[config.mk]
export PLATFORM = sky130hd
export DESIGN_NAME = porta_wake
export DESIGN_NICKNAME = d
export VERILOG_FILES = /design/src/logic/porta_pkg.sv /design/src/logic/porta_wake.sv
export SDC_FILE = /design/constraint.sdc
export NUM_CORES = 1
export LEC_CHECK = 0
export BUFFER_PORTS_ARGS = -buffer_cell sky130_fd_sc_hd__buf_4
export CAP_MARGIN = 10
export CORE_MARGIN = 3
export CORE_UTILIZATION = 37
export CTS_CLUSTER_SIZE = 30
export DETAILED_ROUTE_END_ITERATION = 10
export GPL_ROUTABILITY_DRIVEN = 0
export PLACE_DENSITY = 0.72
export SYNTH_ARGS = -nofsm -noshare
export SYNTH_HDL_FRONTEND = slang
export SYNTH_SLANG_ARGS = --single-unit
export TNS_END_PERCENT = 30
[constraint.sdc]
create_clock -name core_clk_in -period 2 [get_ports core_clk_in]
set_input_delay 0.4 -clock core_clk_in [delete_from_list [all_inputs] [get_ports core_clk_in]]
set_output_delay 0.4 -clock core_clk_in [all_outputs]
set_load 0.03 [all_outputs]
[src/logic/porta_pkg.sv]
// shared constants and types for the port a pull-up, change and wake block
package porta_pkg;

	// register word addresses (byte offsets, one 32-bit word each)
	localparam logic [7:0] ADR_PULLUP_EN   = 8'h00;
	localparam logic [7:0] ADR_CHANGE_EN   = 8'h04;
	localparam logic [7:0] ADR_DIRECTION   = 8'h08;
	localparam logic [7:0] ADR_OPTION      = 8'h0C;
	localparam logic [7:0] ADR_POWER_CTL   = 8'h10;
	localparam logic [7:0] ADR_INT_CTL     = 8'h14;
	localparam logic [7:0] ADR_PIN_STATE   = 8'h18;
	localparam logic [7:0] ADR_OUT_LATCH   = 8'h1C;
	localparam logic [7:0] ADR_EVT_STATUS  = 8'h20;
	localparam logic [7:0] ADR_EVT_MASK    = 8'h24;

	localparam int PORT_W = 6;

	// reset values
	localparam logic [7:0] RST_PULLUP_EN  = 8'h37;
	localparam logic [7:0] RST_CHANGE_EN  = 8'h00;
	localparam logic [7:0] RST_DIRECTION  = 8'h3F;
	localparam logic [7:0] RST_OPTION     = 8'hFF;
	localparam logic [7:0] RST_POWER_CTL  = 8'h00;
	localparam logic [7:0] RST_INT_CTL    = 8'h00;
	localparam logic [7:0] RST_OUT_LATCH  = 8'h00;
	localparam logic [7:0] RST_EVT        = 8'h00;

	// implemented-bit masks
	localparam logic [7:0] MASK_PULLUP    = 8'h37;
	localparam logic [7:0] MASK_PORT      = 8'h3F;
	localparam logic [7:0] MASK_XTAL_PINS = 8'h30;
	localparam logic [7:0] MASK_POWER     = 8'h20;
	localparam logic [7:0] MASK_INT_CTL   = 8'h81;
	localparam logic [7:0] MASK_OPTION    = 8'h80;
	localparam logic [7:0] MASK_EVT       = 8'h07;

	// field positions
	localparam int BIT_PULLUP_DIS   = 7;
	localparam int BIT_SLOW_WAKE_EN = 5;
	localparam int BIT_GLOB_INT_EN  = 7;
	localparam int BIT_CHANGE_FLAG  = 0;
	localparam int EVT_CHANGE       = 0;
	localparam int EVT_SLOW_FALL    = 1;
	localparam int EVT_WAKE         = 2;

	localparam logic [15:0] INT_VECTOR = 16'h0004;

	// oscillator modes from the configuration word
	typedef enum logic [2:0] {
		OSC_LOW_POWER_XTAL = 3'h0,
		OSC_MEDIUM_XTAL    = 3'h1,
		OSC_HIGH_SPEED_XTAL= 3'h2,
		OSC_EXT_CLOCK      = 3'h3,
		OSC_INT_RC         = 3'h4,
		OSC_INT_RC_CLKOUT  = 3'h5,
		OSC_EXT_RC         = 3'h6,
		OSC_EXT_RC_CLKOUT  = 3'h7
	} osc_mode_t;

	// classic wishbone request from the master
	typedef struct packed {
		logic        cyc;
		logic        stb;
		logic        we;
		logic [7:0]  adr;
		logic [3:0]  sel;
		logic [31:0] dat;
	} wb_req_t;

endpackage : porta_pkg

[src/logic/porta_wake.sv]
// port a pull-up, change interrupt and slow-discharge wake logic
`timescale 1ns/1ns
`default_nettype none

module porta_wake
	import porta_pkg::*;
(
	// clock and reset
	input  wire logic                clk_in_unused_guard,
	input  wire logic                core_clk_in,
	input  wire logic                reset_n_in,
	// wishbone slave
	input  wire wb_req_t             wb_req_in,
	output logic                     wb_ack_out,
	output logic [31:0]              wb_dat_out,
	// port pins
	input  wire logic [PORT_W-1:0]   pin_level_in,
	output logic [PORT_W-1:0]        pin_drive_out,
	output logic [PORT_W-1:0]        pin_oe_out,
	output logic [PORT_W-1:0]        pullup_en_out,
	output logic                     pin0_sink_en_out,
	// core side
	input  wire osc_mode_t           osc_mode_in,
	input  wire logic                sleep_in,
	output logic                     wake_req_out,
	output logic                     core_irq_out,
	output logic [15:0]              branch_vector_out,
	output logic                     evt_irq_out
);

	// registers
	logic [7:0]        pullup_en_r;
	logic [7:0]        change_en_r;
	logic [7:0]        direction_r;
	logic [7:0]        option_r;
	logic [7:0]        power_ctl_r;
	logic [7:0]        int_ctl_r;
	logic [7:0]        out_latch_r;
	logic [7:0]        evt_status_r;
	logic [7:0]        evt_mask_r;
	logic              ack_r;
	logic [31:0]       rdat_r;
	logic [PORT_W-1:0] sync1_r;
	logic [PORT_W-1:0] sync2_r;
	logic [PORT_W-1:0] prev_r;
	logic [15:0]       vector_r;

	// decode
	wire        req_on     = wb_req_in.cyc & wb_req_in.stb;
	wire        wr_commit  = req_on & ack_r & wb_req_in.we & wb_req_in.sel[0];
	wire        rd_commit  = req_on & ack_r & ~wb_req_in.we;
	wire [7:0]  wdat       = wb_req_in.dat[7:0];
	wire [7:0]  adr        = wb_req_in.adr;
	wire        wr_pullup  = wr_commit & (adr == ADR_PULLUP_EN);
	wire        wr_change  = wr_commit & (adr == ADR_CHANGE_EN);
	wire        wr_dir     = wr_commit & (adr == ADR_DIRECTION);
	wire        wr_option  = wr_commit & (adr == ADR_OPTION);
	wire        wr_power   = wr_commit & (adr == ADR_POWER_CTL);
	wire        wr_intctl  = wr_commit & (adr == ADR_INT_CTL);
	wire        wr_latch   = wr_commit & (adr == ADR_OUT_LATCH);
	wire        wr_mask    = wr_commit & (adr == ADR_EVT_MASK);
	wire        rd_status  = rd_commit & (adr == ADR_EVT_STATUS);

	// crystal modes own pins 4 and 5, so those bits read as one
	wire        xtal_mode  = (osc_mode_in == OSC_LOW_POWER_XTAL) |
	                         (osc_mode_in == OSC_MEDIUM_XTAL) |
	                         (osc_mode_in == OSC_HIGH_SPEED_XTAL);
	wire [7:0]  xtal_force = xtal_mode ? MASK_XTAL_PINS : 8'h00;
	wire [7:0]  pullup_rd  = (pullup_en_r & MASK_PULLUP) | xtal_force;
	wire [7:0]  change_rd  = (change_en_r & MASK_PORT) | xtal_force;

	// change detection on synchronised pins
	wire [PORT_W-1:0] pin_diff   = sync2_r ^ prev_r;
	wire [PORT_W-1:0] change_hit = pin_diff & change_en_r[PORT_W-1:0];
	wire        change_evt = |change_hit;
	wire        slow_mode  = power_ctl_r[BIT_SLOW_WAKE_EN];
	wire        slow_fall  = slow_mode & prev_r[0] & ~sync2_r[0] &
	                         change_en_r[0];
	wire        change_flag = int_ctl_r[BIT_CHANGE_FLAG];
	wire        glob_int_en = int_ctl_r[BIT_GLOB_INT_EN];
	wire        wake_evt   = sleep_in & (change_flag | change_evt);

	// set wins over a software clear of the change flag
	wire [7:0]  intctl_wr  = wdat & MASK_INT_CTL;
	wire [7:0]  intctl_base = wr_intctl ? intctl_wr : int_ctl_r;
	wire [7:0]  int_ctl_nxt = {intctl_base[7:1],
	                          intctl_base[0] | change_evt};

	// sticky event status, read clears, new events win
	wire [7:0]  evt_set    = {5'h00, wake_evt, slow_fall, change_evt};
	// clear only what the read returned, so a late event is kept
	wire [7:0]  evt_base   = rd_status ? (evt_status_r & ~rdat_r[7:0])
	                                   : evt_status_r;
	wire [7:0]  evt_status_nxt = (evt_base | evt_set) & MASK_EVT;

	// read mux
	logic [7:0] rd_byte;
	always_comb
	begin
		case (adr)
			ADR_PULLUP_EN:  rd_byte = pullup_rd;
			ADR_CHANGE_EN:  rd_byte = change_rd;
			ADR_DIRECTION:  rd_byte = direction_r & MASK_PORT;
			ADR_OPTION:     rd_byte = option_r & MASK_OPTION;
			ADR_POWER_CTL:  rd_byte = power_ctl_r & MASK_POWER;
			ADR_INT_CTL:    rd_byte = int_ctl_r & MASK_INT_CTL;
			ADR_PIN_STATE:  rd_byte = {2'b00, sync2_r};
			ADR_OUT_LATCH:  rd_byte = out_latch_r & MASK_PORT;
			ADR_EVT_STATUS: rd_byte = evt_status_r;
			ADR_EVT_MASK:   rd_byte = evt_mask_r;
			default:        rd_byte = 8'h00;
		endcase
	end

	// bus handshake, answer one cycle after the request
	always_ff @(posedge core_clk_in or negedge reset_n_in)
	begin
		if (!reset_n_in)
		begin
			ack_r  <= 1'b0;
			rdat_r <= 32'h0000_0000;
		end
		else
		begin
			ack_r  <= req_on & ~ack_r;
			rdat_r <= {24'h00_0000, rd_byte};
		end
	end

	// software registers
	always_ff @(posedge core_clk_in or negedge reset_n_in)
	begin
		if (!reset_n_in)
		begin
			pullup_en_r <= RST_PULLUP_EN;
			change_en_r <= RST_CHANGE_EN;
			direction_r <= RST_DIRECTION;
			option_r    <= RST_OPTION;   // pull-ups off after reset
			power_ctl_r <= RST_POWER_CTL;
			out_latch_r <= RST_OUT_LATCH;
			evt_mask_r  <= RST_EVT;
		end
		else
		begin
			if (wr_pullup)
				pullup_en_r <= wdat & MASK_PULLUP;
			if (wr_change)
				change_en_r <= wdat & MASK_PORT;
			if (wr_dir)
				direction_r <= wdat & MASK_PORT;
			if (wr_option)
				option_r <= wdat | ~MASK_OPTION;
			if (wr_power)
				power_ctl_r <= wdat & MASK_POWER;
			if (wr_latch)
				out_latch_r <= wdat & MASK_PORT;
			if (wr_mask)
				evt_mask_r <= wdat & MASK_EVT;
		end
	end

	// flags and status
	always_ff @(posedge core_clk_in or negedge reset_n_in)
	begin
		if (!reset_n_in)
		begin
			int_ctl_r    <= RST_INT_CTL;
			evt_status_r <= RST_EVT;
			vector_r     <= 16'h0000;
		end
		else
		begin
			int_ctl_r    <= int_ctl_nxt;
			evt_status_r <= evt_status_nxt;
			vector_r     <= (glob_int_en & change_flag) ? INT_VECTOR
			                                            : 16'h0000;
		end
	end

	// two-stage pin synchroniser, then a history stage
	always_ff @(posedge core_clk_in or negedge reset_n_in)
	begin
		if (!reset_n_in)
		begin
			sync1_r <= '0;
			sync2_r <= '0;
			prev_r  <= '0;
		end
		else
		begin
			sync1_r <= pin_level_in;
			sync2_r <= sync1_r;
			prev_r  <= sync2_r;
		end
	end

	// pin and core outputs
	// sink only loads the pin while it is an input, so the charge phase
	// with pin 0 driven high does not fight the sink
	assign pin0_sink_en_out = slow_mode & direction_r[0];
	assign pin_drive_out    = out_latch_r[PORT_W-1:0];
	assign pin_oe_out       = ~direction_r[PORT_W-1:0];
	assign pullup_en_out    = pullup_en_r[PORT_W-1:0] &
	                          direction_r[PORT_W-1:0] &
	                          {PORT_W{~option_r[BIT_PULLUP_DIS]}};
	assign wake_req_out     = sleep_in & change_flag;
	assign core_irq_out     = glob_int_en & change_flag;
	assign branch_vector_out = vector_r;
	assign evt_irq_out      = |(evt_status_r & evt_mask_r);
	assign wb_ack_out       = ack_r;
	assign wb_dat_out       = rdat_r;

	// checks
	chk_change_read_zero: assert property (
		@(posedge core_clk_in) disable iff (!reset_n_in)
		(ack_r & ~wb_req_in.we & (wb_req_in.adr == ADR_CHANGE_EN))
		|-> (wb_dat_out[7:6] == 2'b00))
		else $error("change enable upper bits not zero");

	chk_irq_needs_global: assert property (
		@(posedge core_clk_in) disable iff (!reset_n_in)
		core_irq_out |-> (int_ctl_r[BIT_GLOB_INT_EN] &&
		                  int_ctl_r[BIT_CHANGE_FLAG]))
		else $error("core interrupt without global enable");

	chk_xtal_reads_one: assert property (
		@(posedge core_clk_in) disable iff (!reset_n_in)
		(req_on & ~ack_r & ~wb_req_in.we & xtal_mode &
		 ((adr == ADR_PULLUP_EN) | (adr == ADR_CHANGE_EN)))
		|=> (wb_dat_out[5:4] == 2'b11))
		else $error("crystal mode bits 5..4 not read as one");

	chk_sink_follows_enable: assert property (
		@(posedge core_clk_in) disable iff (!reset_n_in)
		(wr_power & wdat[BIT_SLOW_WAKE_EN] & direction_r[0])
		|=> pin0_sink_en_out)
		else $error("current sink not on after slow wake enable");

	chk_slow_fall_flags: assert property (
		@(posedge core_clk_in) disable iff (!reset_n_in)
		(slow_mode & change_en_r[0] & $fell(sync2_r[0]))
		|=> (int_ctl_r[BIT_CHANGE_FLAG] && evt_status_r[EVT_SLOW_FALL]))
		else $error("slow fall on pin 0 missed");

	chk_sleep_wake: assert property (
		@(posedge core_clk_in) disable iff (!reset_n_in)
		(sleep_in & change_evt) ##1 sleep_in |-> wake_req_out)
		else $error("no wake request after change in sleep");

	chk_vector_after_wake: assert property (
		@(posedge core_clk_in) disable iff (!reset_n_in)
		(glob_int_en & change_flag) |=> (branch_vector_out == INT_VECTOR))
		else $error("branch vector not presented");

	chk_global_pullup_off: assert property (
		@(posedge core_clk_in) disable iff (!reset_n_in)
		option_r[BIT_PULLUP_DIS] |-> (pullup_en_out == '0))
		else $error("pull-up on under global disable");

	chk_output_no_pullup: assert property (
		@(posedge core_clk_in) disable iff (!reset_n_in)
		(wr_dir & ~wdat[0]) |=> ##[0:2] !pullup_en_out[0])
		else $error("pull-up left on for output pin");

	chk_ack_one_cycle: assert property (
		@(posedge core_clk_in) disable iff (!reset_n_in)
		(req_on & ~ack_r) |=> ack_r ##1 !ack_r)
		else $error("bus answer not a single cycle");

	chk_pullup_read_mask: assert property (
		@(posedge core_clk_in) disable iff (!reset_n_in)
		(ack_r & ~wb_req_in.we & (wb_req_in.adr == ADR_PULLUP_EN))
		|-> ((wb_dat_out[7:0] & ~(MASK_PULLUP | MASK_XTAL_PINS)) == 8'h00))
		else $error("pull-up enable unimplemented bits not zero");

	chk_output_pin_no_pullup: assert property (
		@(posedge core_clk_in) disable iff (!reset_n_in)
		((pullup_en_out & pin_oe_out) == '0))
		else $error("pull-up on while pin drives");

	chk_change_write_mask: assert property (
		@(posedge core_clk_in) disable iff (!reset_n_in)
		wr_change |=> ((change_en_r & ~MASK_PORT) == 8'h00))
		else $error("change enable kept unimplemented bits");

	chk_change_sets_flag: assert property (
		@(posedge core_clk_in) disable iff (!reset_n_in)
		change_evt |=> int_ctl_r[BIT_CHANGE_FLAG])
		else $error("change event did not set the flag");

	chk_irq_on_flag: assert property (
		@(posedge core_clk_in) disable iff (!reset_n_in)
		(glob_int_en & change_flag) |-> core_irq_out)
		else $error("core interrupt missing with global enable");

	chk_sink_off_output: assert property (
		@(posedge core_clk_in) disable iff (!reset_n_in)
		pin_oe_out[0] |-> !pin0_sink_en_out)
		else $error("current sink on while pin 0 drives");

	chk_sink_off_idle: assert property (
		@(posedge core_clk_in) disable iff (!reset_n_in)
		!slow_mode |-> !pin0_sink_en_out)
		else $error("current sink on without slow wake");

	chk_wake_needs_sleep: assert property (
		@(posedge core_clk_in) disable iff (!reset_n_in)
		wake_req_out |-> sleep_in)
		else $error("wake request while awake");

	chk_status_read_clear: assert property (
		@(posedge core_clk_in) disable iff (!reset_n_in)
		(rd_status & ~(|evt_set))
		|=> ((evt_status_r & $past(rdat_r[7:0])) == 8'h00))
		else $error("event status not cleared by read");

	chk_event_sticky: assert property (
		@(posedge core_clk_in) disable iff (!reset_n_in)
		(|evt_set)
		|=> ((evt_status_r & $past(evt_set)) == $past(evt_set)))
		else $error("event lost from status");

	chk_vector_idle: assert property (
		@(posedge core_clk_in) disable iff (!reset_n_in)
		!(glob_int_en & change_flag) |=> (branch_vector_out == 16'h0000))
		else $error("branch vector without interrupt");

	chk_read_high_zero: assert property (
		@(posedge core_clk_in) disable iff (!reset_n_in)
		ack_r |-> (wb_dat_out[31:8] == 24'h00_0000))
		else $error("read data upper bits not zero");

	chk_ack_needs_req: assert property (
		@(posedge core_clk_in) disable iff (!reset_n_in)
		ack_r |-> $past(req_on))
		else $error("bus answer without request");

	chk_write_lands: assert property (
		@(posedge core_clk_in) disable iff (!reset_n_in)
		wr_dir |=> (direction_r == ($past(wdat) & MASK_PORT)))
		else $error("direction write not stored");

endmodule : porta_wake

`default_nettype wire

==> summary.md <==
| Metric | Value |
|---|---|
| Most frequent cells in the layout | `buf_4, dfrtp_1, conb_1` |
| Crit share post-route | `between 90% and 100%` |
| Die area | `9330 um^2` |
| Vias/cell | `roughly 4.8` |
| Power Density | `slightly above 700 nW/um^2` |
| Clk buf depth | `2` |
| Clock root cell | `clkbuf_8` |
| Endpoints failing hold | `0` |
| TritonCTS clock tree | `done` |
| DPL Wire Length | `between 5000 and 6000 um` |
| Clock Skew | `0.0118 ns` |
| IO Count | `~130` |
| Vias in the first global route | `approximately 2200` |
| Vias | `roughly 2200` |
| CP endpoint kind | `output pin` |
| Clock power frac | `40.8%` |
| Worst Tran Pin Value | `0.720 ns` |
| DR iter-0 viols | `125` |
| Nature of the critical path startpoint | `flip-flop` |
| GRT Residual Overflow | `0` |
| # Max-Cap Violations | `0` |
| H-tree levels | `3` |
| Starting Density | `38.7%` |
| Synth Area per Inst | `roughly 12 um^2` |
| WHS | `0.119 ns` |
| Cts repair resizes | `0` |
| Worst IR drop on VDD | `~0.00052 V` |
| Register area share after synthesis | `49.9%` |
| Largest area contributor in the netlist | `dfrtp_1` |
| Diodes inserted | `0` |
| Asr flop ratio synth | `between 90% and 100%` |
| Pre-CTS setup slack | `-0.0552 ns` |
| Combinational share of power | `12.3%` |
| Endpoints failing setup | `0` |
| Sw Share | `26.9%` |
| Initial antenna violation count | `0` |
| DRC | `0` |
| Post-synth EDFFs | `0` |
| Placed Cells | `around 440` |
| Fillers | `roughly 730` |
| Commonest non-fill, non-tap cell in the layout | `buf_4` |
| Worst R2R Setup Slack | `0.37 ns` |
| Largest net degree at the start of global routing | `between 60 and 70` |
| Post-Syn Instances | `around 260` |
| Sink Count | `60` |
| RSZ-0062 raised after global routing | `false` |
| YS warnings | `0` |
| Nets | `just over 400` |
| DR WL/cell | `15.9 um` |
| Total Routed Length | `7160 um` |
| IO buf count | `60` |
| Antenna-violating nets left | `0` |
| Die Wd | `96.6 um` |
| Synthesized flop and latch total | `60` |
| CTS clk-pin slew, worst paths | `0.07 ns` |
| Final worst slack | `0.190 ns` |
| Leak | `1.89 nW` |
| Fin crit period | `between 1.5 and 2 ns` |
| Post-CTS Setup Inserts | `0` |
| Total GRT Usage | `16.6%` |
| Cell variety after synth | `49` |
| Arrival time at the worst endpoint | `1.41 ns` |
| Required time worst endpoint | `1.60 ns` |
| Post-Syn Area | `3040 um^2` |
| Syn-to-layout area delta | `25.5%` |
| Skew-Pair Late Insertion Delay | `0.34 ns` |
| Cell-internal power | `between 0.002 and 0.0025 W` |
| Finished Layout Cells | `451` |
| Worst hold path type | `in2async` |
| Max-slew violation count | `0` |
| First-pass GRT wire length | `between 10000 and 15000 um` |
| Max Clk Rate | `0.552 GHz` |
| Hold Buf Count CTS | `0` |
| Share of power burned in registers | `between 40 and 50%` |
| Ys flop type | `dfrtp_1` |
| WS Path Type | `reg2out` |
| Chip height | `96.6 um` |
| Status | `completed` |
| Net load switching power | `0.000738 W` |
| Slew margin rel. | `52.0%` |
| Share of layout cells above drive strength 1 | `43.0%` |
| Num CTS Buffers | `9` |
| Row Count | `32` |
| Drt first pass iters | `4` |
| Largest fanout on the critical path | `3` |
| Synth area leaders | `dfrtp_1, dfstp_2, buf_4` |
| Share of the synthesized area in the top cell type | `about two fifths` |
| Core area | `7850 um^2` |
area by class of cell:
class                           count  area (um^2)  share of cell area (%)
Sequential cell                    60         1520                    39.8
Multi-Input combinational cell    180         1290                    34.0
Timing Repair Buffer               83          623                    16.4
Clock buffer                       11          151                    3.97
Tap cell                          102          128                    3.35
Clock inverter                      5         60.1                    1.58
Inverter                           10         37.5                   0.985
flip-flops by register name, summed over array words and instances (netlist names):
| name | cells |
|---|---|
| evt_status_r | 3 |
| wb_ack_out | 1 |
| power_ctl_r | 1 |
| branch_vector_out | 1 |
| sync2_r | 6 |
| wb_dat_out | 7 |
| direction_r | 6 |
| out_latch_r | 6 |
| prev_r | 6 |
| option_r | 1 |
| int_ctl_r | 2 |
| evt_mask_r | 3 |
| pullup_en_r | 5 |
| sync1_r | 6 |
| change_en_r | 6 |
Yosys cell counts (all sizes together), types with 2 or more instances:
| master | count |
|---|---|
| o21ai | 4 |
| nor4 | 4 |
| inv | 10 |
| xor2 | 6 |
| nand3 | 3 |
| nand4 | 3 |
| or4b | 3 |
| mux2 | 31 |
| o22ai | 2 |
| buf | 44 |
| nor3 | 7 |
| a32oi | 2 |
| dfstp | 12 |
| a21o | 3 |
| a21oi | 4 |
| a22o | 2 |
| a22oi | 4 |
| and2 | 3 |
| clkbuf | 2 |
| nor2 | 16 |
| mux2i | 10 |
| dfrtp | 48 |
| a31oi | 4 |
| nand2 | 14 |
worst max-delay path, stage by stage (launching register included):
cell and delay, ns:
dfrtp_1 0.41, a222oi_1 0.41, inv_1 0.08, buf_4 0.17
per-layer routing:
metal / share of wire (%) / track usage, % / wire length [um] / vias to the layer above
li1: - / - / - / 1001
met1: 43 / 21.4 / 3060 / 1059
met2: 47 / 26.0 / 3360 / 108
met3: 7.9 / 5.11 / 563 / 14
met4: 2.5 / 6.89 / 178 / 0
met5: 0 / 0 / 0 / -
path summary, 6_finish.rpt:
path / startpoint / to / cells after the start
hold reg to reg: sync1_r[3] / sync2_r[3] / 0
setup reg to reg: wb_ack_out / direction_r[4] / 6
max in group asynchronous: reset_n_in / out_latch_r[4] / 1
min in group core_clk_in: pin_level_in[2] / sync1_r[2] / 1
hold / removal: reset_n_in / out_latch_r[2] / 1
setup / recovery: evt_status_r[0] / evt_irq_out / 3
stage by stage:
step	instance area [um^2]	setup TNS, ns	util (%)	power (W)
CTS	3810	0	48.5	0.00277
global route	3810	0	48.5	0.00287
finish	3810	0	48.5	0.00275
global placement	3600	-0.258	45.9	0.00164
floorplan	3190	0	-	0.00156
detailed placement	3600	-0.400	45.9	0.00165
power groups by stage:
stage / Clock, W / Combinational [W] / Sequential (W)
finish: 0.00112 / 0.000339 / 0.00129
global route: 0.00121 / 0.000369 / 0.00129
CTS: 0.00114 / 0.000339 / 0.00129
detailed placement: 0 / 0.000340 / 0.00131
global placement: 0 / 0.000333 / 0.00131
floorplan: 0 / 0.000255 / 0.00131
kinds of logic (layout without fill, tap and decap cells):
logic type	after synthesis	count (layout)	share of synthesized area, %
AOI/OAI and AO/OA	31	31	7.17
buffers and inverters	56	109	12.4
DFF	60	60	49.9
other	1	41	0.123
muxes	41	41	15.5
xor gates and xnor gates	6	6	1.73
and+or+nand+nor	61	61	13.1
Power figures use the tool's default switching activity.
